==> config.mk <==
export PLATFORM = sky130hd
export DESIGN_NAME = ref_top
export DESIGN_NICKNAME = d
export VERILOG_FILES = /design/src/hw/ref_pkg.sv /design/src/hw/ref_event.sv /design/src/hw/ref_stage.sv /design/src/hw/ref_top.sv
export VERILOG_INCLUDE_DIRS = /design/src /design/src/hw
export SDC_FILE = /design/constraint.sdc
export NUM_CORES = 1
export LEC_CHECK = 0
export BUFFER_PORTS_ARGS = -buffer_cell sky130_fd_sc_hd__buf_4
export CAP_MARGIN = 30
export CORE_ASPECT_RATIO = 1.25
export CORE_MARGIN = 2
export CORE_UTILIZATION = 50
export CTS_BUF_LIST = sky130_fd_sc_hd__clkbuf_16
export DETAILED_ROUTE_END_ITERATION = 16
export HOLD_SLACK_MARGIN = 0.12
export PLACE_DENSITY = 0.66
export SETUP_SLACK_MARGIN = 0.4
export SLEW_MARGIN = 40
export SYNTH_ARGS = -nofsm -noshare
export SYNTH_HDL_FRONTEND = slang
export SYNTH_SLANG_ARGS = --single-unit
==> constraint.sdc <==
create_clock -name clk_sys -period 13.31 [get_ports clk_sys]
set_input_delay 0 -clock clk_sys [delete_from_list [all_inputs] [get_ports clk_sys]]
set_output_delay 0 -clock clk_sys [all_outputs]
set_load 0.005 [all_outputs]
==> src/hw/ref_defs.svh <==
// Offsets, reset values, ranges and timing counts of the rotor earth fault logic
`ifndef REF_DEFS_SVH
`define REF_DEFS_SVH

`define REF_OFS_MODE 12'h000
`define REF_OFS_WARN_THR 12'h004
`define REF_OFS_WARN_DLY 12'h008
`define REF_OFS_TRIP_THR 12'h00c
`define REF_OFS_TRIP_DLY 12'h010
`define REF_OFS_UE_THR 12'h014
`define REF_OFS_UE_DLY 12'h018
`define REF_OFS_POS_CPL 12'h01c
`define REF_OFS_NEG_CPL 12'h020
`define REF_OFS_STATUS 12'h024
`define REF_OFS_FAULT_RES 12'h028
`define REF_OFS_LOCATION 12'h02c
`define REF_OFS_EXC_VOLT 12'h030
`define REF_OFS_POS_CAL 12'h034
`define REF_OFS_NEG_CAL 12'h038

`define REF_RST_RES_THR 20'h02710
`define REF_RST_DLY 16'h07d0
`define REF_RST_UE_THR 11'h0c8
`define REF_RST_CPL 20'h09c40

`define REF_RES_MIN 20'h00fa0
`define REF_RES_MAX 20'h09c40
`define REF_UE_MIN 11'h032
`define REF_UE_MAX 11'h514
`define REF_DLY_MIN 16'h03e8
`define REF_DLY_MAX 16'hfa00

`define REF_AUX_LIMIT 11'h032
`define REF_RES_HYST_OHM 24'h0003e8
`define REF_LOC_MAX 10'h064
`define REF_LOC_BAD 10'h3e7
`define REF_PICK_SAMPLES 2'h2

`define REF_CLK_NS 10
`define REF_MS_NS 1000000
`define REF_MS_CYCLES (`REF_MS_NS / `REF_CLK_NS)

`endif

==> src/hw/ref_pkg.sv <==
// Types of the rotor earth fault logic
package ref_pkg;
  typedef enum logic [1:0] {
    REF_MODE_OFF,
    REF_MODE_DUAL_POLE,
    REF_MODE_SINGLE_POINT,
    REF_MODE_CALIBRATION
  } ref_mode_e;
  typedef logic [19:0] ref_res_t;
  typedef logic [10:0] ref_volt_t;
  typedef logic [15:0] ref_dly_t;
endpackage : ref_pkg

==> src/hw/ref_event.sv <==
// Turns level changes of the six stage flags into single on/off events
`timescale 1ns/100ps
module ref_event #(
  parameter int N = 6
) (
  // Clock and reset
  input wire logic clk_sys,
  input wire logic rst,
  // Flags watched
  input wire logic [N-1:0] flags,
  // Event stream
  output logic event_valid_q,
  output logic [2:0] event_id_q,
  output logic event_value_q
);
  logic [N-1:0] prev_q;
  logic [N-1:0] pend_q;
  logic [N-1:0] pick;
  logic [2:0] idx;

  always_comb begin
    pick = '0;
    idx = 3'h0;
    for (int i = N - 1; i >= 0; i--) begin
      if (pend_q[i]) begin
        pick = '0;
        pick[i] = 1'b1;
        idx = 3'(i);
      end
    end
  end

  always_ff @(posedge clk_sys or posedge rst) begin
    if (rst) begin
      prev_q <= '0;
      pend_q <= '0;
      event_valid_q <= 1'b0;
      event_id_q <= 3'h0;
      event_value_q <= 1'b0;
    end else begin
      prev_q <= flags;
      pend_q <= (pend_q & ~pick) | (flags ^ prev_q);
      event_valid_q <= |pend_q;
      event_id_q <= idx;
      event_value_q <= |(flags & pick);
    end
  end
endmodule : ref_event

==> src/hw/ref_stage.sv <==
// One protection stage: pickup with reset hysteresis and a delay timer
`timescale 1ns/100ps
`include "ref_defs.svh"
module ref_stage
  import ref_pkg::*;
(
  // Clock and reset
  input wire logic clk_sys,
  input wire logic rst,
  // Control
  input wire logic enable,
  input wire logic sample,
  input wire logic pick_cond,
  input wire logic reset_cond,
  input wire logic ms_tick,
  input wire ref_dly_t delay,
  // Flags
  output logic start_q,
  output logic timeout_q
);
  logic [1:0] run_q;
  logic [1:0] run_d;
  ref_dly_t ms_q;
  wire logic want = start_q ? reset_cond : pick_cond;
  wire logic flip = sample && want && (run_q == (`REF_PICK_SAMPLES - 2'h1));
  wire logic timed = start_q && (ms_q >= delay);

  assign run_d = !sample ? run_q : (!want || flip) ? 2'h0 : run_q + 2'h1;

  always_ff @(posedge clk_sys or posedge rst) begin
    if (rst) begin
      start_q <= 1'b0;
      run_q <= 2'h0;
    end else if (!enable) begin
      start_q <= 1'b0;
      run_q <= 2'h0;
    end else begin
      run_q <= run_d;
      if (flip) begin
        start_q <= !start_q;
      end
    end
  end

  always_ff @(posedge clk_sys or posedge rst) begin
    if (rst) begin
      ms_q <= 16'h0000;
      timeout_q <= 1'b0;
    end else if (!enable || !start_q) begin
      ms_q <= 16'h0000;
      timeout_q <= 1'b0;
    end else begin
      if (ms_tick && !timed) begin
        ms_q <= ms_q + 16'h0001;
      end
      timeout_q <= timed;
    end
  end
endmodule : ref_stage

==> src/hw/ref_top.sv <==
// Rotor earth fault stage logic with its APB register file
// Notes on behaviour
// - Warning start follows warning stage pickup
// - Trip start follows trip stage pickup
// - Overvoltage start follows overvoltage stage pickup
// - Warning timeout after warning delay elapses
// - Trip timeout after trip delay elapses
// - Overvoltage timeout after its delay elapses
// - Invalid if supply wrong for injection state, in dual pole and single point only
// - Unrealistic location reads as 999
// - Location and voltage only in dual pole
// - Event on every start/timeout change
// - Pickup and reset take two half periods
// - Reset above 1.1x+1000 ohm, below 0.9x
// - Delay timer starts when start asserts
// - Thresholds kept within their allowed ranges
// - Location is 0-100 percent from positive
// - Calibration publishes both coupling resistances
// - Mode selects off, dual, single, calibration
// - Delays kept within 1000-64000 ms
`timescale 1ns/100ps
`include "ref_defs.svh"
module ref_top
  import ref_pkg::*;
#(
  parameter int MS_CYCLES = `REF_MS_CYCLES
) (
  // Clock and reset
  input wire logic clk_sys,
  input wire logic rst,
  // APB slave
  input wire logic psel,
  input wire logic penable,
  input wire logic pwrite,
  input wire logic [11:0] paddr,
  input wire logic [31:0] pwdata,
  output logic [31:0] prdata,
  output logic pready,
  output logic pslverr,
  // Measurements, one strobe per half period
  input wire logic meas_strobe,
  input wire ref_res_t fault_resistance,
  input wire ref_volt_t excitation_voltage,
  input wire ref_volt_t aux_supply_voltage,
  input wire logic injection_connected,
  input wire logic [9:0] location_raw,
  input wire ref_res_t positive_coupling_resistance,
  input wire ref_res_t negative_coupling_resistance,
  // Binary logic
  input wire logic function_block_input,
  output logic warning_start_flag,
  output logic trip_start_flag,
  output logic overvoltage_start_flag,
  output logic warning_timeout_flag,
  output logic trip_timeout_flag,
  output logic overvoltage_timeout_flag,
  output logic measurement_invalid_flag,
  // Events
  output logic event_valid,
  output logic [2:0] event_id,
  output logic event_value
);
  function automatic ref_res_t clamp_res(input logic [31:0] v);
    if (v[19:0] < `REF_RES_MIN || v[31:20] != 12'h000) begin
      clamp_res = (v[31:20] != 12'h000) ? `REF_RES_MAX : `REF_RES_MIN;
    end else if (v[19:0] > `REF_RES_MAX) begin
      clamp_res = `REF_RES_MAX;
    end else begin
      clamp_res = v[19:0];
    end
  endfunction : clamp_res

  function automatic ref_dly_t clamp_dly(input logic [31:0] v);
    if (v[31:16] != 16'h0000 || v[15:0] > `REF_DLY_MAX) begin
      clamp_dly = `REF_DLY_MAX;
    end else if (v[15:0] < `REF_DLY_MIN) begin
      clamp_dly = `REF_DLY_MIN;
    end else begin
      clamp_dly = v[15:0];
    end
  endfunction : clamp_dly

  function automatic logic res_pick(input ref_res_t r, input ref_res_t thr);
    res_pick = r < thr;
  endfunction : res_pick

  function automatic logic res_drop(input ref_res_t r, input ref_res_t thr);
    res_drop = ({4'h0, r} * 24'd10) > // 10*r vs 11*thr+10000
      ({4'h0, thr} * 24'd11 + `REF_RES_HYST_OHM * 24'd10);
  endfunction : res_drop

  ////////////////////////////////////////////////////////////////////////
  // Settings
  ref_mode_e mode_q;
  ref_res_t warn_thr_q;
  ref_res_t trip_thr_q;
  ref_volt_t ue_thr_q;
  ref_dly_t warn_dly_q;
  ref_dly_t trip_dly_q;
  ref_dly_t ue_dly_q;
  ref_res_t pos_cpl_q;
  ref_res_t neg_cpl_q;
  ref_res_t pos_cal_q;
  ref_res_t neg_cal_q;
  ref_res_t res_q;
  ref_volt_t ue_q;
  logic [9:0] loc_q;
  logic invalid_q;
  logic [31:0] prdata_q;
  logic pready_q;
  logic pslverr_q;
  logic [$clog2(MS_CYCLES+1)-1:0] pre_q;
  logic ms_tick_q;

  wire logic wr = psel && penable && pready_q && pwrite;
  wire logic setup = psel && !penable;
  wire logic dual = mode_q == REF_MODE_DUAL_POLE;
  wire logic prot = dual || mode_q == REF_MODE_SINGLE_POINT;
  wire logic stage_en = prot && !function_block_input;
  wire logic aux_low = aux_supply_voltage < `REF_AUX_LIMIT;
  wire logic aux_high = aux_supply_voltage > `REF_AUX_LIMIT;
  wire logic bad_aux = injection_connected ? aux_low : aux_high;
  wire logic good = meas_strobe && !bad_aux;
  wire logic ue_pick = excitation_voltage > ue_thr_q;
  wire logic [14:0] ue10 = {excitation_voltage, 3'h0} +
    {3'h0, excitation_voltage, 1'b0};
  wire logic [14:0] thr9 = {ue_thr_q, 3'h0} + {4'h0, ue_thr_q};
  wire logic ue_drop = ue10 < thr9;
  wire logic hit_mode = paddr == `REF_OFS_MODE;
  wire logic hit_warn_thr = paddr == `REF_OFS_WARN_THR;
  wire logic hit_warn_dly = paddr == `REF_OFS_WARN_DLY;
  wire logic hit_trip_thr = paddr == `REF_OFS_TRIP_THR;
  wire logic hit_trip_dly = paddr == `REF_OFS_TRIP_DLY;
  wire logic hit_ue_thr = paddr == `REF_OFS_UE_THR;
  wire logic hit_ue_dly = paddr == `REF_OFS_UE_DLY;
  wire logic hit_pos = paddr == `REF_OFS_POS_CPL;
  wire logic hit_neg = paddr == `REF_OFS_NEG_CPL;
  logic [31:0] rd;
  logic rd_hit;

  ////////////////////////////////////////////////////////////////////////
  // Read decode
  wire logic [5:0] flags = {overvoltage_timeout_flag, trip_timeout_flag,
    warning_timeout_flag, overvoltage_start_flag, trip_start_flag,
    warning_start_flag};
  always_comb begin
    rd_hit = 1'b1;
    if (hit_mode) begin
      rd = {30'h0, mode_q};
    end else if (hit_warn_thr) begin
      rd = {12'h0, warn_thr_q};
    end else if (hit_warn_dly) begin
      rd = {16'h0, warn_dly_q};
    end else if (hit_trip_thr) begin
      rd = {12'h0, trip_thr_q};
    end else if (hit_trip_dly) begin
      rd = {16'h0, trip_dly_q};
    end else if (hit_ue_thr) begin
      rd = {21'h0, ue_thr_q};
    end else if (hit_ue_dly) begin
      rd = {16'h0, ue_dly_q};
    end else if (hit_pos) begin
      rd = {12'h0, pos_cpl_q};
    end else if (hit_neg) begin
      rd = {12'h0, neg_cpl_q};
    end else if (paddr == `REF_OFS_STATUS) begin
      rd = {25'h0, measurement_invalid_flag, flags};
    end else if (paddr == `REF_OFS_FAULT_RES) begin
      rd = {12'h0, res_q};
    end else if (paddr == `REF_OFS_LOCATION) begin
      rd = {22'h0, dual ? loc_q : 10'h0};
    end else if (paddr == `REF_OFS_EXC_VOLT) begin
      rd = {21'h0, dual ? ue_q : 11'h0};
    end else if (paddr == `REF_OFS_POS_CAL) begin
      rd = {12'h0, pos_cal_q};
    end else if (paddr == `REF_OFS_NEG_CAL) begin
      rd = {12'h0, neg_cal_q};
    end else begin
      rd = 32'h0;
      rd_hit = 1'b0;
    end
  end

  ////////////////////////////////////////////////////////////////////////
  // APB slave, one wait-free access phase
  always_ff @(posedge clk_sys or posedge rst) begin
    if (rst) begin
      pready_q <= 1'b0;
      pslverr_q <= 1'b0;
      prdata_q <= 32'h0;
    end else begin
      pready_q <= setup;
      pslverr_q <= setup && !rd_hit;
      prdata_q <= (setup && !pwrite) ? rd : 32'h0;
    end
  end

  always_ff @(posedge clk_sys or posedge rst) begin
    if (rst) begin
      mode_q <= REF_MODE_OFF;
      warn_thr_q <= `REF_RST_RES_THR;
      trip_thr_q <= `REF_RST_RES_THR;
      ue_thr_q <= `REF_RST_UE_THR;
      warn_dly_q <= `REF_RST_DLY;
      trip_dly_q <= `REF_RST_DLY;
      ue_dly_q <= `REF_RST_DLY;
      pos_cpl_q <= `REF_RST_CPL;
      neg_cpl_q <= `REF_RST_CPL;
    end else if (wr) begin
      if (hit_mode) begin
        mode_q <= ref_mode_e'(pwdata[1:0]);
      end
      if (hit_warn_thr) begin
        warn_thr_q <= clamp_res(pwdata);
      end
      if (hit_trip_thr) begin
        trip_thr_q <= clamp_res(pwdata);
      end
      if (hit_ue_thr) begin
        ue_thr_q <= (pwdata > 32'(`REF_UE_MAX)) ? `REF_UE_MAX :
          (pwdata < 32'(`REF_UE_MIN)) ? `REF_UE_MIN : pwdata[10:0];
      end
      if (hit_warn_dly) begin
        warn_dly_q <= clamp_dly(pwdata);
      end
      if (hit_trip_dly) begin
        trip_dly_q <= clamp_dly(pwdata);
      end
      if (hit_ue_dly) begin
        ue_dly_q <= clamp_dly(pwdata);
      end
      if (hit_pos) begin
        pos_cpl_q <= pwdata[19:0];
      end
      if (hit_neg) begin
        neg_cpl_q <= pwdata[19:0];
      end
    end
  end

  ////////////////////////////////////////////////////////////////////////
  // Measured values
  always_ff @(posedge clk_sys or posedge rst) begin
    if (rst) begin
      res_q <= 20'h0;
      ue_q <= 11'h0;
      loc_q <= 10'h0;
      pos_cal_q <= 20'h0;
      neg_cal_q <= 20'h0;
      invalid_q <= 1'b0;
    end else if (meas_strobe) begin
      invalid_q <= prot && bad_aux;
      res_q <= fault_resistance;
      ue_q <= dual ? excitation_voltage : 11'h0;
      loc_q <= !dual ? 10'h0 : (location_raw > `REF_LOC_MAX) ?
        `REF_LOC_BAD : location_raw;
      if (mode_q == REF_MODE_CALIBRATION) begin
        pos_cal_q <= positive_coupling_resistance;
        neg_cal_q <= negative_coupling_resistance;
      end
    end
  end
  assign measurement_invalid_flag = invalid_q;
  assign prdata = prdata_q;
  assign pready = pready_q;
  assign pslverr = pslverr_q;

  ////////////////////////////////////////////////////////////////////////
  // Millisecond tick
  always_ff @(posedge clk_sys or posedge rst) begin
    if (rst) begin
      pre_q <= '0;
      ms_tick_q <= 1'b0;
    end else begin
      ms_tick_q <= pre_q == ($bits(pre_q))'(MS_CYCLES - 1);
      pre_q <= (pre_q == ($bits(pre_q))'(MS_CYCLES - 1)) ? '0 :
        pre_q + 1'b1;
    end
  end

  ////////////////////////////////////////////////////////////////////////
  // Stages
  ref_stage u_warn (
    .clk_sys(clk_sys),
    .rst(rst),
    .enable(stage_en),
    .sample(good),
    .pick_cond(res_pick(fault_resistance, warn_thr_q)),
    .reset_cond(res_drop(fault_resistance, warn_thr_q)),
    .ms_tick(ms_tick_q),
    .delay(warn_dly_q),
    .start_q(warning_start_flag),
    .timeout_q(warning_timeout_flag)
  );

  ref_stage u_trip (
    .clk_sys(clk_sys),
    .rst(rst),
    .enable(stage_en),
    .sample(good),
    .pick_cond(res_pick(fault_resistance, trip_thr_q)),
    .reset_cond(res_drop(fault_resistance, trip_thr_q)),
    .ms_tick(ms_tick_q),
    .delay(trip_dly_q),
    .start_q(trip_start_flag),
    .timeout_q(trip_timeout_flag)
  );

  ref_stage u_ue (
    .clk_sys(clk_sys),
    .rst(rst),
    .enable(stage_en && dual),
    .sample(good),
    .pick_cond(ue_pick),
    .reset_cond(ue_drop),
    .ms_tick(ms_tick_q),
    .delay(ue_dly_q),
    .start_q(overvoltage_start_flag),
    .timeout_q(overvoltage_timeout_flag)
  );

  ref_event #(
    .N(6)
  ) u_event (
    .clk_sys(clk_sys),
    .rst(rst),
    .flags(flags),
    .event_valid_q(event_valid),
    .event_id_q(event_id),
    .event_value_q(event_value)
  );
endmodule : ref_top

==> impl_metrics.ini <==
[critical_path]
crit_type = flip-flop to flip-flop
cp_max_fo = 7
start_kind = flip-flop
cp_data_required_time_ns = 13.74
arrival_ns = 6.35
cp_slowest_cell = dfrtp_1
critical-path-max-stage-delay_ns = 0.59
cp_cell_sequence = ha_1, inv_1, fa_1, inv_1, fa_1, inv_1, fa_1, nor2b_1, o31a_1, o21ai_1, o31ai_1, nor4_1, nor3_1, o22ai_1, xor2_1, ha_1, nand4_1, nor4_1, nand2_1, nor2_1, a2111oi_0, a21oi_1, nand3_1, a32o_1
end_kind = flip-flop

[power]
vdd_ir_drop_max_v = 0.0000778
leakage_nw = 13.9
p_per_area_nw_per_um2 = 82.9
power.total_mw = 2.48

[global_route]
grt_busiest_layer = met2
antenna_found_initial = 5
grt_pass1_wl_mm = 126
grt_overflow_total = 0
grt_use_met2 = 0.543
grt_pass1_vias = 22252
grtUsageMet3 = 0.0391
grt.met1_usage = 0.373
grt_max_degree = 163
grtUsageTotal = 0.314

[sta]
setup_viol = 0
finalCriticalPeriod_ns = 5.93
period_share = 0.445
grt_setup_unrepaired = no
worst_slew_pin_slew_ns = 0.856
setup_ws_ns = 7.38
fin_setup_tns_ns = 0
maxSlewViolCount = 0
hold_ws_ns = 0.173
slew_headroom = 0.429
finalClockSkew_ns = 0.0302
hold_viol = 0
max_freq_mhz = 169

[detailed_routing]
wl_per_cell_um = 22.4
vias_per_cell = 6.04
wirelength_mm = 81.6
ant_nets = 0
via_count = 22024
dr.pass1.iters = 8
drtIter0Drc = 1542
drc = 0

[placement]
gp_congestion = 0.923
dpl_worst_slack_ns = 7.40
dpl.hpwl_mm = 61.7
numPortBuffers = 177

[clock_network]
post_cts_buffers = 0
clock_latency_ns = 0.55
clockRootBuffer = clkbuf_16
cts_made_buffers = 37
clk_pin_slew_ns = 0.07
cts_tree = built
clk_path_buf_depth = 3
htreeDepth = 2
cts.sinks = 340

[floorplanning]
die_area_um2 = 52200
die_w_um = 205
io-pin-count = 190
start_util = 0.503
die_h_um = 255
core-area_um2 = 50100
rows = 92

[synth]
synth_edf_count = 0
ys_seq_area_frac = 0.340
ys.flop_type = dfrtp_1
synth_area_um2 = 25200
synth_cell_types = 90
ys_warn_count = 0
synth_seq_cells = 340
synthCells = 2659
ys_async_sr_fraction = 1.00
synth_area_per_cell_um2 = 9.48

[min_path]
worstHoldPathType = input port to flip-flop

[cells_and_area]
area_delta_synth_final_pct = 18.7
fin_nets = 3471
nFillCells = 4255
drive_above_1_share = 0.146

[job]
maxCapViolCount = 0

[outcome]
outcome = completed
synth_stat cells, drive strengths merged (11+ instances only):
master   count  share of area
a211oi      14         0.0042
a21o        58          0.017
a21oi      148          0.029
a221oi      11         0.0041
a222oi      12         0.0048
a22oi       37          0.011
a31oi       18         0.0047
and2        15         0.0038
and3        20         0.0050
buf         44          0.012
clkbuf      55         0.0082
dfrtp      299           0.30
dfstp       41          0.043
fa          47          0.037
ha         325           0.16
inv        225          0.034
mux2        96          0.045
mux2i       12         0.0048
nand2      239          0.036
nand2b      26         0.0065
nand3       53          0.011
nand4       31         0.0077
nor2       147          0.024
nor2b       29         0.0072
nor3        40         0.0092
nor4        19         0.0062
o2111ai     14         0.0049
o211ai      26         0.0077
o21a        35          0.010
o21ai      236          0.047
o21bai      14         0.0042
o22ai       13         0.0032
o31ai       16         0.0050
or3         20         0.0050
or4         19         0.0057
xnor2       56          0.019
xor2        45          0.016
cells by family after synthesis:
logic type / count (synthesis) / share of synthesized area
and+or+nand+nor: 680 / 0.134
DFF: 340 / 0.340
other: 1 / 0.000149
muxes: 111 / 0.0524
adders and majority gates: 372 / 0.199
xor gates and xnor gates: 101 / 0.0351
AOI/OAI and AO/OA: 730 / 0.186
buffers and inverters: 324 / 0.0533
state kept, by name, indices dropped and copies added (netlist names), 6 cells and up:
register        flops
prdata             20
u_event.prev_q      6
neg_cpl_q          20
pos_cpl_q          20
warn_thr_q         20
pre_q              17
loc_q              10
u_event.pend_q      6
trip_dly_q         16
neg_cal_q          20
u_warn.ms_q        16
u_trip.ms_q        16
trip_thr_q         20
u_ue.ms_q          16
pos_cal_q          20
res_q              20
ue_dly_q           16
ue_q               11
warn_dly_q         16
ue_thr_q           11
metrics by stage:
step                std cells  area (um2)  utilization
finish                   3645       29900        0.597
global route             3644       29900        0.597
CTS                      3636       29800        0.595
detailed placement       3417       27000        0.540
global placement         3417       27000        0.539
floorplan                2670       25200            -
final cells by class:
cell class / instances / area (um2) / area share
inverters: 225 / 852 / 0.0285
well taps: 658 / 823 / 0.0275
clock inverters: 29 / 264 / 0.00883
clock buffers: 39 / 976 / 0.0326
diodes: 3 / 7.51 / 0.000251
repair buffers: 345 / 3020 / 0.101
flip-flops and latches: 340 / 8560 / 0.286
multi-input cells: 2006 / 15400 / 0.515
path summary, 6_finish.rpt:
| kind | from | end | slack (ns) | depth (start not counted) |
|---|---|---|---|---|
| worst max-delay path | trip_thr_q[0] | u_trip.start_q | 7.38 | 24 |
| worst min-delay path | psel | ue_thr_q[5] | 0.17 | 4 |
| worst max register to register | trip_thr_q[0] | u_trip.start_q | 7.38 | 24 |
| worst min register to register | u_event.prev_q[0] | u_event.pend_q[0] | 0.44 | 1 |
| max in group asynchronous | rst | res_q[6] | 11.24 | 7 |
| min in group asynchronous | rst | pre_q[10] | 0.52 | 4 |
critical path: cells and delay by family (launching register included):
kind            cells  cell delay [ns]
compound gates      7             1.47
xor+xnor            1             0.16
fa+ha+maj           5             2.00
buf+inv             3             0.17
flops               1             0.59
simple gates        8             1.41
cells in the final DEF (no fill, tap or decap), drive strengths merged, types with 96 or more instances in the layout:
cell type / n
nand2: 239
dfrtp: 299
buf: 193
mux2: 96
dlygate4sd3: 152
ha: 325
a21oi: 148
nor2: 147
inv: 231
o21ai: 236
what timing repair did:
item                      in CTS  in global routing
hold buffers                 151                  1
gates resized for setup        0                  0
hold endpoints to repair     329                 25
power breakdown:
part / switching (mW) / internal, mW / leakage [nW]
clock network: 0.452 / 0.615 / 0.613
registers: 0.00818 / 1.04 / 4.45
logic: 0.205 / 0.155 / 8.80
routing by layer:
metal | vias to the layer above | wire length, um
met1 | 10799 | 31500
met5 | - | 27
met3 | 239 | 4550
met4 | 4 | 5470
li1 | 10186 | -
met2 | 796 | 40100
Power figures use the tool's default switching activity.
